--- src/verilog/sm_status_defines.svh ---
// Constants for the socket manager status word and its control logic
`ifndef SM_STATUS_DEFINES_SVH
`define SM_STATUS_DEFINES_SVH

// Register addressing inside one socket manager
`define BANK_GENERAL        2'h0
`define SEL_STATUS          8'h00

// Status word layout
`define BSID_HI             31
`define BSID_LO             24
`define MODID_HI            23
`define MODID_LO            8
`define SHUT_BIT            7
`define CODE_HI             6
`define CODE_LO             3
`define STEP_HI             2
`define STEP_LO             0
`define BSID_RESERVED       8'h00
`define STATUS_RESET        32'h0000_0000

// Load failure codes
`define FAIL_NONE           4'h0
`define FAIL_BAD_CONFIG     4'h1
`define FAIL_PORT           4'h2
`define FAIL_LOST           4'h3
`define FAIL_FETCH          4'h4
`define FAIL_PORT_FETCH     4'h5
`define FAIL_LOST_FETCH     4'h6
`define FAIL_UNKNOWN        4'hf

// Progress codes while active
`define STEP_EMPTY          3'h0
`define STEP_HW_SHUT        3'h1
`define STEP_SW_SHUT        3'h2
`define STEP_CLEAR          3'h3
`define STEP_LOAD           3'h4
`define STEP_SW_START       3'h5
`define STEP_MOD_RESET      3'h6
`define STEP_FULL           3'h7
// Progress codes while shut down
`define STEP_ACK_HIGH       3'h1
`define STEP_ACK_LOW        3'h0

// Managed device families
`define FAMILY_A            2'h0
`define FAMILY_B            2'h1
`define FAMILY_C            2'h2

// Command codes
`define CMD_SHUTDOWN        8'h00
`define CMD_RESTART_BARE    8'h01
`define CMD_RESTART_STATUS  8'h02
`define CMD_CODE_HI         7
`define CMD_CODE_LO         0
`define CMD_BYTE_HI         15
`define CMD_BYTE_LO         8
`define CMD_HALF_HI         31
`define CMD_HALF_LO         16

`define BS_SIZE_ZERO        32'h0000_0000

`endif

--- src/verilog/sm_status_pkg.sv ---
// Types for the socket manager status logic
package sm_status_pkg;

  typedef enum logic [8:0] {
    st_empty     = 9'h001,
    st_hw_shut   = 9'h002,
    st_sw_shut   = 9'h004,
    st_clear     = 9'h008,
    st_load      = 9'h010,
    st_sw_start  = 9'h020,
    st_mod_reset = 9'h040,
    st_full      = 9'h080,
    st_shutdown  = 9'h100
  } manager_state_t;

endpackage

--- src/verilog/socket_manager_status_register.sv ---
// Socket manager progress tracking and its read-only status word
`timescale 1ns/1ps
`include "sm_status_defines.svh"

// Operation
// RULE1: Status reads at the command address; writes there go to the command register.
// RULE2: Bits 31:24 hold bitstream ident for one family, zero for the others.
// RULE3: Bits 23:8 hold the ident of the module the status describes.
// RULE4: Bit 7 is high exactly while the manager is shut down.
// RULE5: Bits 6:3 carry the failure code; 0000 none, 1111 unknown.
// RULE6: Code 0001 when a zero-byte bitstream is requested.
// RULE7: Code 0010 when the configuration access port reports an error.
// RULE8: Code 0011 when port access is withdrawn; only two families.
// RULE9: Code 0100 when fetching from library memory fails.
// RULE10: Port plus fetch gives 0101; lost plus fetch gives 0110.
// RULE11: Active progress 000 is empty socket, 111 is module loaded.
// RULE12: Active progress 001 hardware shutdown step, 010 software shutdown step.
// RULE13: Active progress 011 loads clearing bitstream; one family only.
// RULE14: Active progress 100 loading, 101 software start-up, 110 module reset.
// RULE15: When shut down, bits 2:0 follow the quiesce acknowledge input.
// RULE16: Status sits in general bank at select zero, read over register port.
// RULE17: Fields track the steps; reading never alters or clears anything.
module socket_manager_status_register
  import sm_status_pkg::*;
#(
  parameter logic [1:0] device_family = `FAMILY_B
) (
  input  wire logic        clk,
  input  wire logic        resetn,
  // Register port of the general bank
  input  wire logic [1:0]  reg_bank,
  input  wire logic [7:0]  reg_sel,
  input  wire logic        reg_rd,
  input  wire logic        reg_wr,
  input  wire logic [31:0] reg_wdata,
  output logic [31:0]      reg_rdata,
  output logic             reg_rack,
  // Command register feed
  output logic             cmd_valid,
  output logic [31:0]      cmd_word,
  // Trigger carrying the module to load
  input  wire logic        trigger_valid,
  input  wire logic [15:0] trigger_module_ident,
  input  wire logic [7:0]  trigger_bitstream_ident,
  input  wire logic [31:0] trigger_bitstream_size,
  input  wire logic        opt_hw_shutdown,
  input  wire logic        opt_sw_shutdown,
  input  wire logic        opt_sw_startup,
  input  wire logic        opt_mod_reset,
  // Step completion from the surrounding controller
  input  wire logic        hw_shutdown_done,
  input  wire logic        sw_shutdown_done,
  input  wire logic        load_done,
  input  wire logic        sw_startup_done,
  input  wire logic        mod_reset_done,
  // Failure events during a transfer, and the quiesce acknowledge
  input  wire logic        config_access_port_error,
  input  wire logic        config_access_lost,
  input  wire logic        fetch_error,
  input  wire logic        module_quiesce_ack,
  // Fetch path request and the status word
  output logic             fetch_start,
  output logic             fetch_clearing,
  output logic [31:0]      status
);

  //////////////////////////////////////////////////////////////////////////////
  // Internal signals
  manager_state_t state;
  manager_state_t next_state;
  logic [15:0]    module_ident;
  logic [7:0]     bitstream_ident;
  logic [31:0]    bitstream_size;
  logic           keep_sw_startup;
  logic           keep_mod_reset;
  logic           keep_sw_shutdown;
  logic           keep_clear;
  logic           status_hit;
  logic           cmd_hit;
  logic [7:0]     cmd_code;
  logic           cmd_shutdown;
  logic           cmd_restart_bare;
  logic           cmd_restart_status;
  logic           trigger_take;
  logic           loading;
  logic           flags_clear;
  logic           bad_config;
  logic           port_error;
  logic           access_lost;
  logic           fetch_failed;
  logic           any_failure;
  logic [3:0]     load_fail_code;
  logic [2:0]     step_code;
  logic [31:0]    next_status;
  logic           clear_supported;
  logic           lost_possible;

  assign clear_supported = (device_family == `FAMILY_B);
  assign lost_possible   = (device_family == `FAMILY_B) || (device_family == `FAMILY_C);

  //////////////////////////////////////////////////////////////////////////////
  // Address decode and commands
  assign status_hit = (reg_bank == `BANK_GENERAL) && (reg_sel == `SEL_STATUS);      // [RULE16]
  assign cmd_hit    = status_hit && reg_wr;                                          // [RULE1]
  assign cmd_code   = reg_wdata[`CMD_CODE_HI:`CMD_CODE_LO];
  assign cmd_shutdown       = cmd_hit && (cmd_code == `CMD_SHUTDOWN);
  assign cmd_restart_bare   = cmd_hit && (cmd_code == `CMD_RESTART_BARE);
  assign cmd_restart_status = cmd_hit && (cmd_code == `CMD_RESTART_STATUS);

  assign trigger_take = trigger_valid && ((state == st_empty) || (state == st_full));
  assign loading      = (state == st_load) || (state == st_clear);
  assign flags_clear  = trigger_take ||
                        ((state == st_shutdown) && (cmd_restart_bare || cmd_restart_status));

  // Write strobes pass straight to the command register
  always_ff @(posedge clk or negedge resetn) begin
    if (!resetn) begin
      cmd_valid <= 1'b0;
      cmd_word  <= `STATUS_RESET;
    end else begin
      cmd_valid <= cmd_hit;                                                          // [RULE1]
      if (cmd_hit) begin
        cmd_word <= reg_wdata;
      end
    end
  end

  //////////////////////////////////////////////////////////////////////////////
  // Failure capture
  event_latch u_bad_config (
    .clk    (clk),
    .resetn (resetn),
    .set    (state == st_load && bitstream_size == `BS_SIZE_ZERO),                  // [RULE6]
    .clear  (flags_clear),
    .flag   (bad_config)
  );

  event_latch u_port_error (
    .clk    (clk),
    .resetn (resetn),
    .set    (loading && config_access_port_error),                                  // [RULE7]
    .clear  (flags_clear),
    .flag   (port_error)
  );

  event_latch u_access_lost (
    .clk    (clk),
    .resetn (resetn),
    .set    (loading && config_access_lost && lost_possible),                       // [RULE8]
    .clear  (flags_clear),
    .flag   (access_lost)
  );

  event_latch u_fetch_error (
    .clk    (clk),
    .resetn (resetn),
    .set    (loading && fetch_error),                                                // [RULE9]
    .clear  (flags_clear),
    .flag   (fetch_failed)
  );

  fail_code_encoder u_encoder (
    .bad_config     (bad_config),
    .port_error     (port_error),
    .access_lost    (access_lost),
    .fetch_error    (fetch_failed),
    .load_fail_code (load_fail_code)                                                 // [RULE10]
  );

  assign any_failure = bad_config || port_error || access_lost || fetch_failed;

  //////////////////////////////////////////////////////////////////////////////
  // Trigger capture
  always_ff @(posedge clk or negedge resetn) begin
    if (!resetn) begin
      module_ident     <= 16'h0000;
      bitstream_ident  <= 8'h00;
      bitstream_size   <= `BS_SIZE_ZERO;
      keep_sw_startup  <= 1'b0;
      keep_mod_reset   <= 1'b0;
      keep_sw_shutdown <= 1'b0;
      keep_clear       <= 1'b0;
    end else if (trigger_take) begin
      module_ident     <= trigger_module_ident;                                      // [RULE3]
      bitstream_ident  <= trigger_bitstream_ident;
      bitstream_size   <= trigger_bitstream_size;
      keep_sw_startup  <= opt_sw_startup;
      keep_mod_reset   <= opt_mod_reset;
      keep_sw_shutdown <= opt_sw_shutdown;
      keep_clear       <= clear_supported && (state == st_full);                    // [RULE13]
    end else if ((state == st_shutdown) && cmd_restart_status) begin
      module_ident     <= reg_wdata[`CMD_HALF_HI:`CMD_HALF_LO];
      bitstream_ident  <= reg_wdata[`CMD_BYTE_HI:`CMD_BYTE_LO];
    end
  end

  //////////////////////////////////////////////////////////////////////////////
  // Step sequencing
  always_comb begin
    next_state = state;
    unique case (state)
      st_empty, st_full: begin
        if (trigger_take && state == st_full && opt_hw_shutdown) begin
          next_state = st_hw_shut;
        end else if (trigger_take && state == st_full && opt_sw_shutdown) begin
          next_state = st_sw_shut;
        end else if (trigger_take && state == st_full && clear_supported) begin
          next_state = st_clear;
        end else if (trigger_take) begin
          next_state = st_load;
        end
      end
      st_hw_shut: begin
        if (hw_shutdown_done) begin
          next_state = keep_sw_shutdown ? st_sw_shut : (keep_clear ? st_clear : st_load);
        end
      end
      st_sw_shut: begin
        if (sw_shutdown_done) begin
          next_state = keep_clear ? st_clear : st_load;
        end
      end
      st_clear: begin
        if (load_done) begin
          next_state = any_failure ? st_empty : st_load;
        end
      end
      st_load: begin
        if (bad_config) begin
          next_state = st_empty;
        end else if (load_done) begin
          if (any_failure) begin
            next_state = st_empty;
          end else if (keep_sw_startup) begin
            next_state = st_sw_start;
          end else if (keep_mod_reset) begin
            next_state = st_mod_reset;
          end else begin
            next_state = st_full;
          end
        end
      end
      st_sw_start: begin
        if (sw_startup_done) begin
          next_state = keep_mod_reset ? st_mod_reset : st_full;
        end
      end
      st_mod_reset: begin
        if (mod_reset_done) begin
          next_state = st_full;
        end
      end
      st_shutdown: begin
        if (cmd_restart_bare) begin
          next_state = st_empty;
        end else if (cmd_restart_status) begin
          next_state = st_full;
        end
      end
      default: next_state = st_empty;
    endcase
    if (cmd_shutdown) begin
      next_state = st_shutdown;
    end
  end

  always_ff @(posedge clk or negedge resetn) begin
    if (!resetn) begin
      state <= st_empty;
    end else begin
      state <= next_state;                                                           // [RULE17]
    end
  end

  // Fetch request pulses on entry to a load or clearing step
  always_ff @(posedge clk or negedge resetn) begin
    if (!resetn) begin
      fetch_start    <= 1'b0;
      fetch_clearing <= 1'b0;
    end else begin
      fetch_start    <= (next_state != state) &&
                        ((next_state == st_load) || (next_state == st_clear));
      fetch_clearing <= (next_state == st_clear);
    end
  end

  //////////////////////////////////////////////////////////////////////////////
  // Status word
  always_comb begin
    step_code = `STEP_EMPTY;
    unique case (state)
      st_empty:     step_code = `STEP_EMPTY;                                         // [RULE11]
      st_hw_shut:   step_code = `STEP_HW_SHUT;                                       // [RULE12]
      st_sw_shut:   step_code = `STEP_SW_SHUT;                                       // [RULE12]
      st_clear:     step_code = `STEP_CLEAR;                                         // [RULE13]
      st_load:      step_code = `STEP_LOAD;                                          // [RULE14]
      st_sw_start:  step_code = `STEP_SW_START;                                      // [RULE14]
      st_mod_reset: step_code = `STEP_MOD_RESET;                                     // [RULE14]
      st_full:      step_code = `STEP_FULL;                                          // [RULE11]
      st_shutdown:  step_code = module_quiesce_ack ? `STEP_ACK_HIGH : `STEP_ACK_LOW; // [RULE15]
      default:      step_code = `STEP_EMPTY;
    endcase
  end

  always_comb begin
    next_status = `STATUS_RESET;
    next_status[`BSID_HI:`BSID_LO]   = clear_supported ? bitstream_ident
                                                       : `BSID_RESERVED;             // [RULE2]
    next_status[`MODID_HI:`MODID_LO] = module_ident;                                 // [RULE3]
    next_status[`SHUT_BIT]           = (state == st_shutdown);                       // [RULE4]
    next_status[`CODE_HI:`CODE_LO]   = load_fail_code;                               // [RULE5]
    next_status[`STEP_HI:`STEP_LO]   = step_code;
  end

  always_ff @(posedge clk or negedge resetn) begin
    if (!resetn) begin
      status <= `STATUS_RESET;
    end else begin
      status <= next_status;                                                         // [RULE17]
    end
  end

  //////////////////////////////////////////////////////////////////////////////
  // Read port; reads have no side effect
  always_ff @(posedge clk or negedge resetn) begin
    if (!resetn) begin
      reg_rdata <= `STATUS_RESET;
      reg_rack  <= 1'b0;
    end else begin
      reg_rack <= reg_rd;
      if (reg_rd) begin
        reg_rdata <= status_hit ? status : `STATUS_RESET;                            // [RULE1]
      end
    end
  end

endmodule // socket_manager_status_register

--- src/verilog/event_latch.sv ---
// Sticky event flag where a set beats a simultaneous clear
`timescale 1ns/1ps

module event_latch (
  input  wire logic clk,
  input  wire logic resetn,
  input  wire logic set,
  input  wire logic clear,
  output logic      flag
);

  always_ff @(posedge clk or negedge resetn) begin
    if (!resetn) begin
      flag <= 1'b0;
    end else if (set) begin
      flag <= 1'b1;
    end else if (clear) begin
      flag <= 1'b0;
    end
  end

endmodule // event_latch

--- src/verilog/fail_code_encoder.sv ---
// Maps the captured failure flags onto the four-bit load failure code
`timescale 1ns/1ps
`include "sm_status_defines.svh"

module fail_code_encoder (
  input  wire logic       bad_config,
  input  wire logic       port_error,
  input  wire logic       access_lost,
  input  wire logic       fetch_error,
  output logic [3:0]      load_fail_code
);

  always_comb begin
    unique case ({bad_config, port_error, access_lost, fetch_error})
      4'h0:    load_fail_code = `FAIL_NONE;
      4'h8:    load_fail_code = `FAIL_BAD_CONFIG;
      4'h4:    load_fail_code = `FAIL_PORT;
      4'h2:    load_fail_code = `FAIL_LOST;
      4'h1:    load_fail_code = `FAIL_FETCH;
      4'h5:    load_fail_code = `FAIL_PORT_FETCH;
      4'h3:    load_fail_code = `FAIL_LOST_FETCH;
      default: load_fail_code = `FAIL_UNKNOWN;
    endcase
  end

endmodule // fail_code_encoder

--- config.mk ---
export PLATFORM = sky130hd
export DESIGN_NAME = socket_manager_status_register
export DESIGN_NICKNAME = d
export VERILOG_FILES = /design/src/verilog/sm_status_pkg.sv /design/src/verilog/socket_manager_status_register.sv /design/src/verilog/event_latch.sv /design/src/verilog/fail_code_encoder.sv
export VERILOG_INCLUDE_DIRS = /design/src /design/src/verilog
export SDC_FILE = /design/constraint.sdc
export NUM_CORES = 1
export LEC_CHECK = 0
export BUFFER_PORTS_ARGS = -buffer_cell sky130_fd_sc_hd__buf_2
export CORE_MARGIN = 1
export CORE_UTILIZATION = 54
export CTS_BUF_LIST = sky130_fd_sc_hd__clkbuf_4 sky130_fd_sc_hd__clkbuf_8
export CTS_CLUSTER_SIZE = 25
export DETAILED_ROUTE_END_ITERATION = 8
export PLACE_DENSITY_LB_ADDON = 0.15
export SETUP_SLACK_MARGIN = 0.02
export SYNTH_ARGS = -nofsm -noshare
export SYNTH_HDL_FRONTEND = slang
export SYNTH_HIERARCHICAL = 1
export SYNTH_SLANG_ARGS = --single-unit
--- constraint.sdc ---
create_clock -name clk -period 2.7 [get_ports clk]
set_clock_uncertainty 0.15 [all_clocks]
set_input_delay 0 -clock clk [delete_from_list [all_inputs] [get_ports clk]]
set_output_delay 0 -clock clk [all_outputs]
set_load 0.1 [all_outputs]
* Yosys cells after proc, flatten, opt, wreduce, memory -nomap -nowiden *
Index checks and enable logic that the tools add are counted.

word-level totals
  register bits after elaboration = 173
  latch bits = 0
  RAM bits = 0
  ROM bits = 0
  input port bits = 116
  output and inout port bits = 100
  logic and storage cells = 108
  memories = 0

operators by class
  add/subtract/negate cells = 0
  multipliers = 0
  div/mod/pow operators = 0
  order comparisons = 0
  equality and inequality tests = 20
  shifts and indexed selects = 0
  multiplexer cells = 34
  bitwise operators = 0
  reductions and logical operators = 35

operator list
  operator                                             count
  2-to-1 mux 9 bit                                     15
  one-hot mux 9 bit (8 select lines)                   1
  2-to-1 mux 8 bit                                     5
  zero test 32 bit                                     1
  2-to-1 mux 16 bit                                    2
  2-to-1 mux 32 bit                                    1
  one-hot mux 4 bit (7 select lines)                   1
  one-hot mux 3 bit (8 select lines)                   1
  equality test 9 x 4 -> 1 bit, second input constant  2
  equality test 9 x 5 -> 1 bit, second input constant  2
  logical AND 1 bit                                    16
  zero test 8 bit                                      2
  2-to-1 mux 5 bit                                     2
  nonzero test 2 bit                                   5
  equality test 9 x 1 -> 1 bit, second input constant  1
  equality test 9 x 2 -> 1 bit, second input constant  1
  equality test 9 x 3 -> 1 bit, second input constant  1
  equality test 9 x 6 -> 1 bit, second input constant  1
  equality test 9 x 7 -> 1 bit, second input constant  1
  equality test 9 x 8 -> 1 bit, second input constant  1
  equality test 9 bit, second input constant           1
  != test 9 bit                                        1
  equality test 4 x 2 -> 1 bit, second input constant  2
  equality test 4 x 3 -> 1 bit, second input constant  2
  9 further kinds                                      21

* Logic depth before layout (Yosys ltp) *
  word-level depth = 12
  depth in mapped cells = 10
  depth with buffers taken out = 8

* By module *
The synthesis kept the hierarchy.

by module, submodules not included
  module                          instances  cells each  area an instance (µm²)  sequential area each (µm²)
  socket_manager_status_register  1          707         7365.8                  4230.3
  event_latch                     4          3           36.3                    25.0
  fail_code_encoder               1          9           56.3                    0.0

* Worst setup path before layout *
OpenSTA, ideal clock, no wires.

  kind = flip-flop to flip-flop
  start = register state[4]
  end = register fetch_start
  setup time = 0.129 ns
  arrival = 2.157 ns
  data required time = 2.421 ns
  setup slack = 0.264 ns
  cell stages (with the launch flop) = 9
  buffers on the path = 1
  clock period less this slack = 2.436 ns
  path through = dfrtp_1 buf_6 or4b_4 o22a_1 o22ai_2 a21oi_1 or3_1 nor4b_2 a21oi_1

between the ends
  cells in the longest elaborated chain, start to end = 12
  elaborated cells between the ends (all ways) = 35
  those cells by class = 12 x eq/ne; 15 x mux; 8 x reduce/logical

RTL lines
  item                                                                          RTL line                                                                                                             source
  start: declaration                                                            socket_manager_status_register.sv:69                                                                                 manager_state_t state;
  start signal: assignment                                                      socket_manager_status_register.sv:269                                                                                state <= st_empty;
  start signal: assignment                                                      socket_manager_status_register.sv:271                                                                                state <= next_state;
  equality test 9 x 1 -> 1 bit or equality test 9 x 8 -> 1 bit (tied branches)  socket_manager_status_register.sv:110, socket_manager_status_register.sv:201, socket_manager_status_register.sv:203
  logical OR 1 bit                                                              socket_manager_status_register.sv:110                                                                                assign trigger_take = trigger_valid && ((state == st_empty) || (state == st_full));
  logical AND 1 bit                                                             socket_manager_status_register.sv:110
  2-to-1 mux 9 bit or logical AND 1 bit (tied branches)                         n/a
  2-to-1 mux 9 bit or logical AND 1 bit (tied branches)                         socket_manager_status_register.sv:207, socket_manager_status_register.sv:205
  2-to-1 mux 9 bit                                                              socket_manager_status_register.sv:205                                                                                end else if (trigger_take && state == st_full && opt_sw_shutdown) begin
  2-to-1 mux 9 bit                                                              socket_manager_status_register.sv:203                                                                                if (trigger_take && state == st_full && opt_hw_shutdown) begin
  one-hot mux 9 bit (8 select lines)                                            socket_manager_status_register.sv:201                                                                                unique case (state)
  2-to-1 mux 9 bit                                                              socket_manager_status_register.sv:262                                                                                if (cmd_shutdown) begin
  equality test 9 x 5 -> 1 bit or equality test 9 x 4 -> 1 bit (tied branches)  socket_manager_status_register.sv:282                                                                                ((next_state == st_load) || (next_state == st_clear));
  logical OR 1 bit                                                              socket_manager_status_register.sv:282
  logical AND 1 bit *                                                           socket_manager_status_register.sv:281                                                                                fetch_start <= (next_state != state) &&
  end signal: assignment                                                        socket_manager_status_register.sv:281
  end: declaration                                                              socket_manager_status_register.sv:62                                                                                 output logic fetch_start,

Mark *: on every way between the ends. The rest lies on a longest branch, timed or not.
A chain may end at the register's enable or synchronous reset.

* Final worst setup path *
Ends and elaborated chain as after synthesis.

==> metrics <==
share of power burned in registers=38.8%; unrepaired setup endpoints after global routing=yes; cell count after synthesis=728; Tmin final=2700 ps; Max Fclk=371 MHz; cell area after layout=0.0109 mm2; PD cells=901 mW/mm2; hold_ws=12.9 ps; status=finished, final reports clean; Die Area=0.0145 mm2; Root Driver=clkbuf_8; vias in the first global route=~8000; crit path DAT=2900 ps; Reg area=0.00433 mm2; die width=120 um; largest area contributor in the netlist=dfrtp_1; headroom to the max-slew limit=32.2%; Crit. End Element=flop; Fillers=741; Residual DRC=0; RePlAce Congestion=0.903; Worst Max-Slew Pin Slew=about 1000 ps; num ports=216; fin cells=1299; total global routing overflow=0; clock power share=roughly a fifth; layout cells sized above 1=32.7%; initial DRC count=647; Setup Viol. Count Final=0; HP Class=primary input to async pin; multi-input logic area=0.00293 mm2; Syn Std Cell Area=between 0.007 and 0.008 mm2; Synth Net Count=844; CORE AREA=about 0.013 mm2; n_diodes=0; clock tree buffer depth=2; Initial Util=56.3%; Pre-antenna DRT Iters=5; placed cell count=1130; wire per inst=around 21 um; critical path class=flop to flop; switching part of the total=45.0%; Synth Flop Type=dfrtp_1; Die H=around 120 um; Final period util=100%; combinational power share=42.5%; Cell Int Power=~5.4 mW; synthesis-stage register bit count=173; H-Tree Depth=4; TritonCTS Buffers=17; IO buf count=between 200 and 250; Avg Cell Area, Syn=just over 10 um2; TritonCTS clock tree=yes; worst-path fanout max=4; switching power=4.44 mW; max-slew violation count=0; Final ANT Viol Nets=0; number of flops mapped to enable cells by yosys=0; share of the synthesized area in the top cell type=56.9%; Cell Area, Placed=0.00912 mm2; yosys synthesis warning count=6; Max IR drop VDD=0.532 mV; sequential fraction of the synthesis area=57.2%; max cap viols=0; Vias=7612; final hold violations=0; Lkg Pwr=5.46 nW; post-synth cell types=68; Vias/cell=roughly 6; fraction of registers with async set/reset=100%; setup_tns=0 ps; global-route wire length before repair=43000 um; # rows=42; Worst setup SP type=flop; DRT Wirelength=approximately 28000 um; top post-synthesis cells by area=dfrtp_1 (57%), nand2_1 (5.7%), mux2_2 (5.2%); CTS sink cnt=about 170; largest net degree at the start of global routing=88; clk_lat worst skew=roughly 480 ps; Worst-path clk slew=100 ps; initial antenna violation count=0; All-Layer GR Usage=around two fifths; Layout Nets=1226; CP required=2910 ps; post-detail-place hpwl=approximately 16000 um; Area Growth Syn to Fin=44.6%
## flip-flops by register name (all words and copies together), names as in the netlist, 8 cells and up
name             count
module_ident        16
reg_rdata           32
bitstream_ident      8
state                9
status              32
cmd_word            32
bitstream_size      32
## per-layer routing
metal | up-vias | global-route usage [%] | wire length [um]
li1 | 3256 | - | -
met1 | 3668 | 47.9 | 10300
met2 | 550 | 65.1 | 13300
met3 | 138 | 9.91 | 2460
met4 | 0 | 21.8 | 1560
met5 | - | 0 | 0
## logic make-up after synthesis
logic type,share of synthesized area [%]
XOR/XNOR,0.579
AO/OA/AOI/OAI,9.69
flip-flops,57.2
AND/OR/NAND/NOR,18.9
buffers and inverters,4.91
multiplexers,8.65
## final cells by class
| class | instances | share of cell area, % |
|---|---|---|
| repair buffers | 402 | 26.4 |
| multi-input cells | 467 | 26.7 |
| clock inverters | 11 | 0.983 |
| well taps | 176 | 2.01 |
| flip-flops and latches | 173 | 39.6 |
| clock buffers | 21 | 2.58 |
| inverters | 49 | 1.68 |
## layout by cell type, fill, tap and decap left out, drive strengths merged, types with 3 or more instances in the layout
| cell type | instances |
|---|---|
| and2 | 6 |
| nor4 | 16 |
| mux2 | 35 |
| clkinv | 6 |
| xnor2 | 3 |
| or3 | 9 |
| buf | 268 |
| o32a | 3 |
| clkbuf | 21 |
| a211o | 3 |
| nand4b | 3 |
| nand3 | 40 |
| or4 | 4 |
| o31ai | 3 |
| a21oi | 36 |
| inv | 52 |
| o22ai | 4 |
| nor3 | 13 |
| a21o | 8 |
| nor2b | 9 |
| mux2i | 26 |
| dlygate4sd3 | 133 |
| o21ai | 38 |
| nor2 | 48 |
| nand2 | 115 |
| nand4 | 6 |
| dfrtp | 172 |
| nand2b | 5 |
## synthesized netlist by cell type (4+ instances only)
cell type / n
a21oi_1: 35
nor3_1: 10
buf_2: 6
buf_1: 4
a21o_1: 8
or3_1: 8
nand2_1: 115
inv_1: 49
nand3_1: 40
nand4_1: 6
mux2_2: 35
nor2_1: 48
nor4_1: 13
clkbuf_1: 23
dfrtp_1: 172
o21ai_0: 37
nor2b_1: 9
nand2b_1: 5
mux2i_1: 26
and2_1: 5
## what timing repair did
item,in CTS,in global routing
resized for setup,2,14
endpoints found under the hold margin,188,0
pin swaps,1,7
setup endpoints to repair,1,30
buffers inserted,1,2
hold buffers,134,0
## critical path, cell delays in order (launching register included)
cell and delay (ps):
dfrtp_1 410, buf_6 130, or3_4 390, or4_4 560, buf_6 140, o211a_4 260
o21ai_4 70, o221ai_2 120, nor4b_2 250, a21oi_1 100
## path summary, 6_finish.rpt
check                                       startpoint                       end  slack (ps)  cells past startpoint
max                                 state[4]$_DFF_PN0_     fetch_start$_DFF_PN0_           1                      9
min                                             resetn  fetch_clearing$_DFF_PN0_          10                      2
max reg2reg                         state[4]$_DFF_PN0_     fetch_start$_DFF_PN0_           1                      9
min reg2reg                module_ident[2]$_DFFE_PN0P_      status[10]$_DFF_PN0_         230                      0
max in group asynchronous                       resetn      status[25]$_DFF_PN0_        1580                      3
min in group clk                             load_done        state[4]$_DFF_PN0_          50                      4
## power by group through the flow
stage | sequential, mW | clock, mW | combinational, mW
floorplan | 5.20 | 0 | 1.33
global placement | 3.71 | 0 | 3.79
detailed placement | 3.76 | 0 | 3.84
CTS | 3.71 | 1.79 | 3.98
global route | 3.89 | 1.94 | 4.38
finish | 3.83 | 1.84 | 4.19
## metrics by stage
stage          setup slack, ps  total power, mW  util, %
5_1_grt                  -51.0             10.2     81.4
6_report                 0.954             9.86     81.4
4_1_cts                   21.9             9.49     80.8
3_5_place_dp              7.46             7.60     67.8
2_1_floorplan              264             6.54        -
3_3_place_gp              72.8             7.50     67.8
No activity file was read; power rests on OpenSTA's default activity.
